<file path="src/core/icc_consts.vh">
// constants for the input channel conditioner: offsets, fields, resets, timing
// assumes the 125 MHz system clock; included by every design file
`ifndef ICC_CONSTS_VH
`define ICC_CONSTS_VH

// clock and timing
`define ICC_CLK_MHZ        125
`define ICC_TICK_NS        1000
`define ICC_TICK_CYC       ((`ICC_TICK_NS * `ICC_CLK_MHZ) / 1000)
`define ICC_GATE_MS        1000
`define ICC_GATE_CYC       (`ICC_GATE_MS * 1000 * `ICC_CLK_MHZ)

// global registers, byte addresses
`define ICC_OFF_LEVEL      8'h00
`define ICC_OFF_LATCH      8'h04
`define ICC_OFF_CMD        8'h08
`define ICC_OFF_IRQ_STAT   8'h0C
`define ICC_OFF_IRQ_MASK   8'h10

// channel region: address bit 7 set, channel in [6:4], register in [3:2]
`define ICC_CH_REGION_BIT  7
`define ICC_CH_REG_CFG     2'h0
`define ICC_CH_REG_FILT    2'h1
`define ICC_CH_REG_COUNT   2'h2
`define ICC_CH_REG_FREQ    2'h3

// channel config fields
`define ICC_CFG_MODE_LSB   0
`define ICC_CFG_MODE_W     3
`define ICC_CFG_INV_BIT    3
`define ICC_CFG_RUN_BIT    4
`define ICC_CFG_KEEP_BIT   5
`define ICC_CFG_RESET      8'h00
`define ICC_FILT_RESET     32'h0001_0001

// mode codes
`define ICC_MODE_LEVEL     3'h0
`define ICC_MODE_COUNT     3'h1
`define ICC_MODE_RISE      3'h2
`define ICC_MODE_FALL      3'h3
`define ICC_MODE_FREQ      3'h4

`endif

</file>
<file path="src/core/icc_glitch_filter.v">
// one channel of level filter with separate minimum high and low widths
// assumes a one-cycle sampling tick from the parent and synchronous input
`timescale 1ns/10ps
`include "icc_consts.vh"

module icc_glitch_filter
(
    // clocking
    input  wire        clock,
    input  wire        sys_rst,
    input  wire        clk_en,
    input  wire        tick,
    // signal
    input  wire        raw_in,
    input  wire [15:0] min_high,
    input  wire [15:0] min_low,
    output reg         level_q
);

    reg  [15:0] stable_q;
    wire [15:0] width;
    wire [15:0] need;

    assign width = raw_in ? min_high : min_low;
    // a width of zero behaves as one so the filter can never lock up
    assign need  = (width == 16'h0000) ? 16'h0001 : width;

    always @(posedge clock)
    begin
        if (sys_rst)
        begin
            stable_q <= 16'h0000;
            level_q  <= 1'b0;
        end
        else if (clk_en)
        begin
            if (raw_in == level_q)
                stable_q <= 16'h0000;
            else if (tick)
            begin
                if (stable_q + 16'h0001 >= need)
                begin
                    level_q  <= raw_in;
                    stable_q <= 16'h0000;
                end
                else
                    stable_q <= stable_q + 16'h0001;
            end
        end
    end

endmodule

</file>
<file path="src/core/icc_freq_meter.v">
// one channel of frequency measurement: rising edges counted over a gate
// assumes a one-cycle rise pulse from the conditioned input
`timescale 1ns/10ps
`include "icc_consts.vh"

module icc_freq_meter #(
    parameter FREQ_W   = 32,
    parameter GATE_CYC = `ICC_GATE_CYC
)
(
    // clocking
    input  wire              clock,
    input  wire              sys_rst,
    input  wire              clk_en,
    // signal
    input  wire              enable,
    input  wire              rise,
    output reg  [FREQ_W-1:0] freq_q
);

    reg  [31:0]       gate_q;
    reg  [FREQ_W-1:0] edges_q;
    wire              gate_end;

    assign gate_end = (gate_q == GATE_CYC - 1);

    always @(posedge clock)
    begin
        if (sys_rst)
        begin
            gate_q  <= 32'h0000_0000;
            edges_q <= {FREQ_W{1'b0}};
            freq_q  <= {FREQ_W{1'b0}};
        end
        else if (clk_en)
        begin
            if (!enable)
            begin
                // leaving the mode restarts the gate and clears the reading
                gate_q  <= 32'h0000_0000;
                edges_q <= {FREQ_W{1'b0}};
                freq_q  <= {FREQ_W{1'b0}};
            end
            else if (gate_end)
            begin
                gate_q  <= 32'h0000_0000;
                // an edge on the closing cycle still belongs to this gate
                freq_q  <= edges_q + {{(FREQ_W-1){1'b0}}, rise};
                edges_q <= {FREQ_W{1'b0}};
            end
            else
            begin
                gate_q  <= gate_q + 32'h0000_0001;
                edges_q <= edges_q + {{(FREQ_W-1){1'b0}}, rise};
            end
        end
    end

endmodule

</file>
<file path="src/core/input_channel_conditioner.v">
// input channel conditioner: inversion, glitch filter and five modes per channel
// assumes synchronous field inputs, an Avalon-MM master and one 125 MHz clock
//
// Overview of operation
// - inversion flips the sensed level first; an idle input then reads one
// - filter rejects pulses shorter than programmable min high or min low width
// - each channel runs exactly one mode: level, counter, rise, fall latch, freq
// - level mode shows the conditioned level as a readable status bit
// - counter mode adds one per conditioned pulse on that channel
// - host starts or stops counting; stopped count holds, running count is live
// - host clear command forces the channel count to zero
// - with keep enabled the count survives a system reset, but not a power-on reset
// - rise latch mode: rising edge sets latch bit until host clears it
// - fall latch mode: falling edge sets latch bit until host clears it
// - latch edges are taken after inversion, so inversion swaps the edge
// - frequency mode measures edge rate and shows it in a channel register
//
// The placing of the registers and the Avalon-MM interface to the registers were chosen for this implementation.
`timescale 1ns/10ps
`include "icc_consts.vh"

module input_channel_conditioner #(
    parameter NCH      = 4,
    parameter CNT_W    = 32,
    parameter GATE_CYC = `ICC_GATE_CYC
)
(
    // clocking and resets
    input  wire           clock,
    input  wire           sys_rst,
    input  wire           power_on_rst,
    input  wire           clk_en,
    // field inputs
    input  wire [NCH-1:0] sensed_input,
    // avalon-mm slave
    input  wire [7:0]     address,
    input  wire           read,
    input  wire           write,
    input  wire [31:0]    writedata,
    input  wire [3:0]     byteenable,
    output reg  [31:0]    readdata,
    output wire           waitrequest,
    // interrupt
    output wire           irq
);

    // bus handshake
    reg             ack_q;
    reg  [31:0]     rdata_d;
    wire            wr_hit;
    wire            in_ch;
    wire [2:0]      sel_ch;
    wire [1:0]      sel_reg;
    wire [31:0]     be_mask;

    // sampling tick
    reg  [15:0]     tick_cnt_q;
    wire            tick;

    // global status
    reg  [NCH-1:0]  irq_mask_q;
    wire [NCH-1:0]  level_all;
    wire [NCH-1:0]  latch_all;
    wire [NCH-1:0]  irq_stat_all;
    wire [8*NCH-1:0]     cfg_all;
    wire [32*NCH-1:0]    filt_all;
    wire [CNT_W*NCH-1:0] count_all;
    wire [CNT_W*NCH-1:0] freq_all;

    wire            rst_all;
    wire            wr_latch;
    wire            wr_cmd;
    wire            wr_istat;
    wire            wr_imask;

    assign rst_all = sys_rst | power_on_rst;

    // one wait state: the answer comes on the second cycle with the clock enable high
    // a frozen ack must not finish an access that the frozen logic cannot take
    assign waitrequest = (read | write) & ~(ack_q & clk_en);
    assign wr_hit      = write & ack_q & clk_en;

    assign in_ch   = address[`ICC_CH_REGION_BIT];
    assign sel_ch  = address[6:4];
    assign sel_reg = address[3:2];
    assign be_mask = {{8{byteenable[3]}}, {8{byteenable[2]}},
                      {8{byteenable[1]}}, {8{byteenable[0]}}};

    assign wr_latch = wr_hit & ~in_ch & (address == `ICC_OFF_LATCH);
    assign wr_cmd   = wr_hit & ~in_ch & (address == `ICC_OFF_CMD);
    assign wr_istat = wr_hit & ~in_ch & (address == `ICC_OFF_IRQ_STAT);
    assign wr_imask = wr_hit & ~in_ch & (address == `ICC_OFF_IRQ_MASK);

    assign irq = |(irq_stat_all & irq_mask_q);

    assign tick = (tick_cnt_q == `ICC_TICK_CYC - 1);

    always @(posedge clock)
    begin
        if (rst_all)
            tick_cnt_q <= 16'h0000;
        else if (clk_en)
        begin
            if (tick)
                tick_cnt_q <= 16'h0000;
            else
                tick_cnt_q <= tick_cnt_q + 16'h0001;
        end
    end

    genvar g;
    generate
        for (g = 0; g < NCH; g = g + 1)
        begin : chan
            reg  [7:0]       cfg_q;
            reg              keep_q;
            reg  [31:0]      filt_q;
            reg  [CNT_W-1:0] count_q;
            reg              prev_q;
            reg              latch_q;
            reg              istat_q;
            wire             raw;
            wire             cond;
            wire             rise;
            wire             fall;
            wire [2:0]       mode;
            wire             wr_cfg;
            wire             wr_filt;
            wire             latch_set;
            wire             latch_clr;
            wire             cnt_clr;

            assign mode    = cfg_q[`ICC_CFG_MODE_LSB +: `ICC_CFG_MODE_W];
            assign wr_cfg  = wr_hit & in_ch & (sel_ch == g) &
                             (sel_reg == `ICC_CH_REG_CFG);
            assign wr_filt = wr_hit & in_ch & (sel_ch == g) &
                             (sel_reg == `ICC_CH_REG_FILT);

            assign raw = sensed_input[g] ^ cfg_q[`ICC_CFG_INV_BIT];

            icc_glitch_filter u_filt (
                .clock    (clock),
                .sys_rst  (rst_all),
                .clk_en   (clk_en),
                .tick     (tick),
                .raw_in   (raw),
                .min_high (filt_q[15:0]),
                .min_low  (filt_q[31:16]),
                .level_q  (cond)
            );

            always @(posedge clock)
            begin
                if (rst_all)
                    prev_q <= 1'b0;
                else if (clk_en)
                    prev_q <= cond;
            end

            // edges come from the already inverted and filtered level
            assign rise = cond & ~prev_q;
            assign fall = ~cond & prev_q;

            assign latch_set = ((mode == `ICC_MODE_RISE) & rise) |
                               ((mode == `ICC_MODE_FALL) & fall);
            assign latch_clr = wr_latch & writedata[g] & byteenable[g/8];
            assign cnt_clr   = wr_cmd & writedata[g] & byteenable[g/8];

            // config; keep lives in the power-on domain so it outlasts sys_rst
            always @(posedge clock)
            begin
                if (rst_all)
                begin
                    cfg_q  <= `ICC_CFG_RESET;
                    filt_q <= `ICC_FILT_RESET;
                end
                else if (clk_en)
                begin
                    if (wr_cfg & byteenable[0])
                        cfg_q <= writedata[7:0];
                    if (wr_filt)
                        filt_q <= (filt_q & ~be_mask) | (writedata & be_mask);
                end
            end

            always @(posedge clock)
            begin
                if (power_on_rst)
                    keep_q <= 1'b0;
                else if (clk_en & wr_cfg & byteenable[0])
                    keep_q <= writedata[`ICC_CFG_KEEP_BIT];
            end

            // counter: power-on, an unkept system reset or the host clear command zeroes it
            always @(posedge clock)
            begin
                if (power_on_rst | (sys_rst & ~keep_q))
                    count_q <= {CNT_W{1'b0}};
                else if (sys_rst)
                    count_q <= count_q;
                else if (clk_en)
                begin
                    if (cnt_clr)
                        count_q <= {CNT_W{1'b0}};
                    else if ((mode == `ICC_MODE_COUNT) & cfg_q[`ICC_CFG_RUN_BIT] & rise)
                        count_q <= count_q + {{(CNT_W-1){1'b0}}, 1'b1};
                end
            end

            // sticky bits: a new set wins over a clear in the same cycle
            always @(posedge clock)
            begin
                if (rst_all)
                begin
                    latch_q <= 1'b0;
                    istat_q <= 1'b0;
                end
                else if (clk_en)
                begin
                    latch_q <= latch_set | (latch_q & ~latch_clr);
                    istat_q <= latch_set |
                               (istat_q & ~(wr_istat & writedata[g] & byteenable[g/8]));
                end
            end

            icc_freq_meter #(
                .FREQ_W   (CNT_W),
                .GATE_CYC (GATE_CYC)
            ) u_freq (
                .clock    (clock),
                .sys_rst  (rst_all),
                .clk_en   (clk_en),
                .enable   (mode == `ICC_MODE_FREQ),
                .rise     (rise),
                .freq_q   (freq_all[g*CNT_W +: CNT_W])
            );

            assign level_all[g]             = cond;
            assign latch_all[g]             = latch_q;
            assign irq_stat_all[g]          = istat_q;
            assign cfg_all[g*8 +: 8]        = {cfg_q[7:6], keep_q, cfg_q[4:0]};
            assign filt_all[g*32 +: 32]     = filt_q;
            assign count_all[g*CNT_W +: CNT_W] = count_q;
        end
    endgenerate

    // interrupt mask
    always @(posedge clock)
    begin
        if (rst_all)
            irq_mask_q <= {NCH{1'b0}};
        else if (clk_en & wr_imask)
            irq_mask_q <= (irq_mask_q & ~be_mask[NCH-1:0]) |
                          (writedata[NCH-1:0] & be_mask[NCH-1:0]);
    end

    // read mux; unmapped addresses and channels read zero
    always @*
    begin
        rdata_d = 32'h0000_0000;
        if (in_ch)
        begin
            if (sel_ch < NCH)
            begin
                case (sel_reg)
                    `ICC_CH_REG_CFG:
                        rdata_d[7:0] = cfg_all[sel_ch*8 +: 8];
                    `ICC_CH_REG_FILT:
                        rdata_d = filt_all[sel_ch*32 +: 32];
                    `ICC_CH_REG_COUNT:
                        rdata_d[CNT_W-1:0] = count_all[sel_ch*CNT_W +: CNT_W];
                    `ICC_CH_REG_FREQ:
                        rdata_d[CNT_W-1:0] = freq_all[sel_ch*CNT_W +: CNT_W];
                    default:
                        rdata_d = 32'h0000_0000;
                endcase
            end
        end
        else
        begin
            case (address)
                `ICC_OFF_LEVEL:    rdata_d[NCH-1:0] = level_all;
                `ICC_OFF_LATCH:    rdata_d[NCH-1:0] = latch_all;
                `ICC_OFF_IRQ_STAT: rdata_d[NCH-1:0] = irq_stat_all;
                `ICC_OFF_IRQ_MASK: rdata_d[NCH-1:0] = irq_mask_q;
                default:           rdata_d = 32'h0000_0000;
            endcase
        end
    end

    always @(posedge clock)
    begin
        if (rst_all)
        begin
            ack_q    <= 1'b0;
            readdata <= 32'h0000_0000;
        end
        else if (clk_en)
        begin
            ack_q <= (read | write) & ~ack_q;
            if (read & ~ack_q)
                readdata <= rdata_d;
        end
    end

endmodule

</file>
<file path="config.mk">
export PLATFORM = sky130hd
export DESIGN_NAME = input_channel_conditioner
export DESIGN_NICKNAME = d
export VERILOG_FILES = /design/src/core/icc_glitch_filter.v /design/src/core/icc_freq_meter.v /design/src/core/input_channel_conditioner.v
export VERILOG_INCLUDE_DIRS = /design/src /design/src/core
export SDC_FILE = /design/constraint.sdc
export NUM_CORES = 2
export LEC_CHECK = 0
export ABC_AREA = 0
export BUFFER_PORTS_ARGS = -buffer_cell sky130_fd_sc_hd__buf_2
export CAP_MARGIN = 20
export CORE_MARGIN = 2
export CORE_UTILIZATION = 40
export DETAILED_ROUTE_END_ITERATION = 6
export HOLD_SLACK_MARGIN = 0.02
export REMOVE_ABC_BUFFERS = 1
export SYNTH_ARGS = -nofsm -noshare
export SYNTH_HDL_FRONTEND = slang
export SYNTH_HIERARCHICAL = 1
export SYNTH_SLANG_ARGS = --single-unit
</file>
<file path="constraint.sdc">
create_clock -name clock -period 7.8 [get_ports clock]
set_input_delay 1.56 -clock clock [delete_from_list [all_inputs] [get_ports clock]]
set_output_delay 1.56 -clock clock [all_outputs]
set_load 0.05 [all_outputs]
</file>
Word level (Yosys, flattened, before mapping)
Index checks and enable logic that the tools add are counted.
W data, S select, Z words.
{"block": "classes", "mux": 58, "reduce_logical": 41, "n_addsub": 17, "shift": 4, "eq_ne": 39, "bitwise": 162, "order_cmp": 5}
{"cell": "$mux W32", "n": 34}
{"cell": "$shiftx A128 B9 Y32", "n": 3}
{"cell": "$mux W16", "n": 21}
{"cell": "$add A32 B1 Y32 const B", "n": 8}
{"cell": "$and A32 B32 Y32", "n": 5}
{"cell": "$add A32 B1 Y32", "n": 4}
{"cell": "$eq A32 B27 Y1 const B", "n": 4}
{"cell": "$or A32 B32 Y32", "n": 4}
{"cell": "$and A1 B1 Y1", "n": 97}
{"cell": "$add A16 B1 Y16 const B", "n": 5}
{"cell": "$pmux W24 S3", "n": 1}
{"cell": "$ge A16 B16 Y1", "n": 4}
{"cell": "$logic_not A16 Y1", "n": 4}
{"cell": "$reduce_and A2 Y1", "n": 17}
{"cell": "$not A32 Y32", "n": 1}
{"cell": "$pmux W8 S4", "n": 1}
{"cell": "$shiftx A32 B7 Y8", "n": 1}
{"cell": "$eq A3 B2 Y1 const B", "n": 10}
{"cell": "$not A1 Y1", "n": 28}
{"cell": "$or A1 B1 Y1", "n": 18}
{"cell": "$eq A16 B7 Y1 const B", "n": 1}
{"cell": "$eq A8 B4 Y1 const B", "n": 2}
{"cell": "$pmux W4 S4", "n": 1}
{"cell": "$reduce_and A4 Y1", "n": 4}
{"cell": "19 further kinds", "n": 48}
{"block": "word_totals", "output_inout_bits": 34, "regBits": 809, "wordCells": 378, "in_bits": 54}

Logic depth before layout (Yosys ltp)
{"block": "logic_depth", "depth_word": 9, "ltp_mapped": 16, "depth_no_buf": 12}

By module
The synthesis kept the hierarchy.
{"mod": "input_channel_conditioner", "area_each_um2": 18163.7, "instances": 1, "cells_each": 2040, "seq_area_each_um2": 7066.8}
{"mod": "icc_freq_meter (chan[0].u_freq ...)", "area_each_um2": 4899.7, "instances": 3, "cells_each": 568, "seq_area_each_um2": 1921.8}
{"mod": "icc_glitch_filter", "area_each_um2": 1546.5, "instances": 4, "cells_each": 166, "seq_area_each_um2": 340.3}
{"mod": "icc_freq_meter (chan[3].u_freq)", "area_each_um2": 4928.5, "instances": 1, "cells_each": 571, "seq_area_each_um2": 1921.8}

Least setup slack after synthesis
Ideal clock, no wire load.
{"block": "synth_timing", "kind": "input to register", "startpoint": "in sensed_input[0]", "endpoint": "reg chan[0].u_filt.stable_q[12]", "arrival_time_ns": 4.561, "setup_ns": 0.065, "path_stages": 16, "path_slack_ns": 3.173, "cell_sequence": "xor2_1 buf_4 buf_2 mux2i_1 nand4_1 or4_1 nand2_1 ha_1 nand2b_4 a2111o_1 a41oi_2 and4_1 buf_6 buf_12 a22oi_2 nor2_2"}
{"block": "synth_via", "elab_chain_cells": 8, "elab_cells_between_ends": 11, "classes_between": "order compare: 1; eq/ne: 1; mux: 5; bitwise: 1; reduce/logical: 3"}
{"element": "start, declared", "line": "input_channel_conditioner.v:34", "source": "input wire [NCH-1:0] sensed_input,"}
{"element": "$xor A1 B1 Y1 (*)", "line": "input_channel_conditioner.v:139", "source": "assign raw = sensed_input[g] ^ cfg_q[`ICC_CFG_INV_BIT];"}
{"element": "$mux W16", "line": "icc_glitch_filter.v:24", "source": "assign width = raw_in ? min_high : min_low;"}
{"element": "$logic_not A16 Y1", "line": "icc_glitch_filter.v:26", "source": "assign need = (width == 16'h0000) ? 16'h0001 : width;"}
{"element": "$mux W16", "line": "icc_glitch_filter.v:26"}
{"element": "$ge A16 B16 Y1", "line": "icc_glitch_filter.v:41", "source": "if (stable_q + 16'h0001 >= need)"}
{"element": "$mux W16", "line": "icc_glitch_filter.v:41"}
{"element": "$mux W16", "line": "icc_glitch_filter.v:39", "source": "else if (tick)"}
{"element": "$mux W16", "line": "icc_glitch_filter.v:37", "source": "if (raw_in == level_q)"}
{"element": "end signal, assigned", "line": "icc_glitch_filter.v:47", "source": "stable_q <= stable_q + 16'h0001;"}
{"element": "end, declared", "line": "icc_glitch_filter.v:20", "source": "reg [15:0] stable_q;"}
Mark *: on every way between the ends. The rest lies on a longest branch, timed or not. The select of a mux whose other input is x is not followed.
A chain may end at the register's enable or synchronous reset.

Worst setup path in the final report
{"block": "layout_timing", "startpoint": "in sensed_input[3]", "endpoint": "reg chan[3].u_filt.stable_q[4]"}
{"block": "layout_via", "elab_chain_cells": 8, "elab_cells_between_ends": 11, "classes_between": "order compare: 1; eq/ne: 1; mux: 5; bitwise: 1; reduce/logical: 3"}
{"element": "$xor A1 B1 Y1 (*)", "line": "input_channel_conditioner.v:139"}
{"element": "net chan[3].raw", "line": "input_channel_conditioner.v:122", "source": "wire raw;"}
{"element": "$mux W16", "line": "icc_glitch_filter.v:24"}
{"element": "$logic_not A16 Y1", "line": "icc_glitch_filter.v:26"}
{"element": "$mux W16", "line": "icc_glitch_filter.v:26"}
{"element": "$ge A16 B16 Y1", "line": "icc_glitch_filter.v:41"}
{"element": "$mux W16", "line": "icc_glitch_filter.v:41"}
{"element": "$mux W16", "line": "icc_glitch_filter.v:39"}
{"element": "$mux W16", "line": "icc_glitch_filter.v:37"}
{"element": "end signal, assigned", "line": "icc_glitch_filter.v:47"}
{"element": "end, declared", "line": "icc_glitch_filter.v:20"}
The timed path passes the listed nets; every way through them passes the cells marked *. The select of a mux whose other input is x is not followed.

==> results by group <==
Synthesis
  • Mapped Area: 0.0440 mm^2
  • Syn Area/Cell: roughly 8.8 um^2
  • Mapped Cells: roughly 5000
  • Post-synth EDFFs: 0
  • Post-synthesis async set-or-reset flop share: 0%
  • Synth Flop Type: dfxtp_1
  • Sequential area share after synthesis: 36.6%
  • Warning count from the yosys run: 6
  • Yosys cell types: 102
  • Register bit total from synthesis: roughly 810

Run
  • MaxCap Viol Count: 0

Critical path
  • Crit-path max FO: 18
  • Critical Path Source Type: primary input
  • Reg2reg start: chan[1].cfg_q[3]
  • Critical Path Source: sensed_input[3]
  • Worst setup EP type: flip-flop
  • Worst EP required: 8.41 ns
  • WP data arrival: 5.30 ns
  • Critical path class: in2reg

STA
  • Max-slew violations: 0
  • Final setup vio count: 0
  • TNS Setup: 0 ns
  • Final period util: roughly three fifths
  • Worst slew margin: 27.0%
  • Min Tclk post-route: ~4.7 ns
  • Worst Tran Pin Value: about 1.1 ns
  • Fin. Hold Viols: 0
  • RSZ-0062 raised after global routing: false
  • FMAX: 0.213 GHz
  • Clk_skew: 0.0353 ns

Die
  • Core ar.: 0.109 mm^2
  • Die area: 0.113 mm^2
  • Die Y: 336 um
  • Die Wd: about 340 um
  • Boundary Pins: 88
  • # rows: 121
  • Starting Density: 40.3%

Power
  • Total power: 9010 uW
  • Power Dens Cells: 187 mW/mm^2
  • Worst VDD drop: 0.187 mV
  • Leakage: 0.0151 uW

Placed design
  • Placed instance count: between 6000 and 7000
  • Routability Congestion: around 0.92
  • Detail Placement HPWL: 100 mm
  • IO buf count: 87

Final layout
  • Share of post-route cells with drive strength above 1: roughly an eighth
  • Commonest non-fill, non-tap cell in the layout: dfxtp_1
  • Commonest non-fill, non-tap cells in the layout: 805 x dfxtp_1, 474 x nand2_1, 351 x nand3_1
  • Layout net count: 5013
  • Area grow syn2layout: 9.78%
  • Cell Count, Final, Fillers Out: 6369

Route
  • Wire per inst: 21.9 um
  • DRC Markers: 0
  • Vias: ~38000
  • TritonRoute pass-1 iters: 6
  • Drt initial violations: 4084
  • Total wire length: 139 mm
  • Antenna viol nets, final: 0
  • Vias per inst: 6.00

CTS
  • Num CTS Buffers: 96
  • Post-CTS Resized: 0
  • Total setup buffers inserted after CTS: 0
  • Clock Tree Buf Depth: 3
  • Root Driver: clkbuf_16
  • Cts hold-fix bufs: 0
  • Sink Count: 805
  • CTS HTree Levels: 3
  • Clk Latency, worst-skew pair: 0.70 ns
  • CTS tree: done
  • Clock transition at path regs: 0.06 ns

GRT
  • Initial antenna violation count: 8
  • Vias in the first global route: 34400
  • Largest net degree at the start of global routing: 104
  • First-pass GRT wire length: around 210 mm
  • Gr usage total: a little under a quarter
  • Grt ovf: 0

Worst hold path
  • Hold WC Path Type: reg2reg
  • HP Start: chan[2].latch_q

Outcome
  • Outcome: finished, final reports clean
==> area by class of cell <==
type	instances	area, um^2
Timing Repair Buffer	133	856
Multi-Input combinational cell	3756	26000
Clock inverter	33	420
Antenna cell	6	15.0
Sequential cell	805	16100
Fill cell	10600	60700
Clock buffer	141	2810
Inverter	81	312
Tap cell	1414	1770
==> synth_stat cells (all sizes together), types with 80 or more instances <==
| master | number | area [um^2] |
|---|---|---|
| a22oi | 90 | 836 |
| or3 | 108 | 702 |
| inv | 81 | 304 |
| dfxtp | 805 | 16100 |
| ha | 86 | 1080 |
| a31oi | 138 | 863 |
| xor2 | 105 | 950 |
| mux4 | 104 | 2340 |
| a21oi | 337 | 1740 |
| mux2i | 123 | 1230 |
| o2bb2ai | 93 | 815 |
| xnor2 | 245 | 2180 |
| o21ai | 128 | 671 |
| nand2 | 477 | 1810 |
| nor4 | 80 | 541 |
| nor3 | 82 | 425 |
| nor2 | 368 | 1470 |
| nand4 | 197 | 1270 |
| buf | 123 | 826 |
| nand3 | 351 | 1760 |
| clkbuf | 213 | 840 |
| and3 | 85 | 536 |
==> kinds of logic (layout without fill, tap and decap cells) <==
| logic type | count (synthesis) | after routing | synth area share [%] |
|---|---|---|---|
| buf+inv | 418 | 388 | 4.50 |
| compound gates | 962 | 962 | 14.8 |
| xor+xnor | 350 | 350 | 7.11 |
| flops | 805 | 805 | 36.6 |
| mux | 252 | 252 | 8.77 |
| other cells | 0 | 6 | 0 |
| simple gates | 2106 | 2106 | 25.7 |
| fa+ha+maj | 86 | 86 | 2.45 |
==> per-stage QoR <==
stage,instance area [um^2],worst slack [ns],hold slack [ns],util (%)
2_1_floorplan,42300,-2.88,0.427,-
3_3_place_gp,44900,2.52,0.442,41.2
3_5_place_dp,44900,2.45,0.444,41.2
4_1_cts,48200,3.16,0.458,44.2
5_1_grt,48300,2.91,0.470,44.3
6_report,48300,3.11,0.460,44.3
==> routing by layer <==
metal | vias up | GRT usage [%] | share of wire (%)
li1 | 18200 | - | -
met1 | 18400 | 35.7 | 47
met2 | 1368 | 35.0 | 43
met3 | 202 | 3.94 | 7.7
met4 | 10 | 7.18 | 2.7
met5 | - | 0 | 0.049
==> power breakdown <==
part	internal [uW]	total, uW	switching [uW]	leakage [uW]
logic	72.6	288	215	0.00699
registers	4110	4120	3.94	0.00648
clock network	2710	4610	1900	0.00160
==> critical path, cell delays in order <==
cell	delay (ns)
buf_2	0.12
xor2_2	0.14
buf_4	0.35
mux2i_1	0.33
nand4_1	0.15
or4_1	0.54
nand2_1	0.09
ha_1	0.22
nand2b_4	0.13
a2111o_1	0.41
a41oi_2	0.19
and4_1	0.71
a22oi_1	0.19
nor2_1	0.14
==> worst paths after layout <==
path                            cells past startpoint  slack, ns                    endpoint
worst min register to register                      2       0.46             chan[2].latch_q
worst min-delay path                                2       0.46             chan[2].latch_q
worst max-delay path                               14       3.11  chan[3].u_filt/stable_q[4]
worst max register to register                     13       3.65  chan[1].u_filt/stable_q[3]
Note: power is estimated with default switching activity, not from simulation.
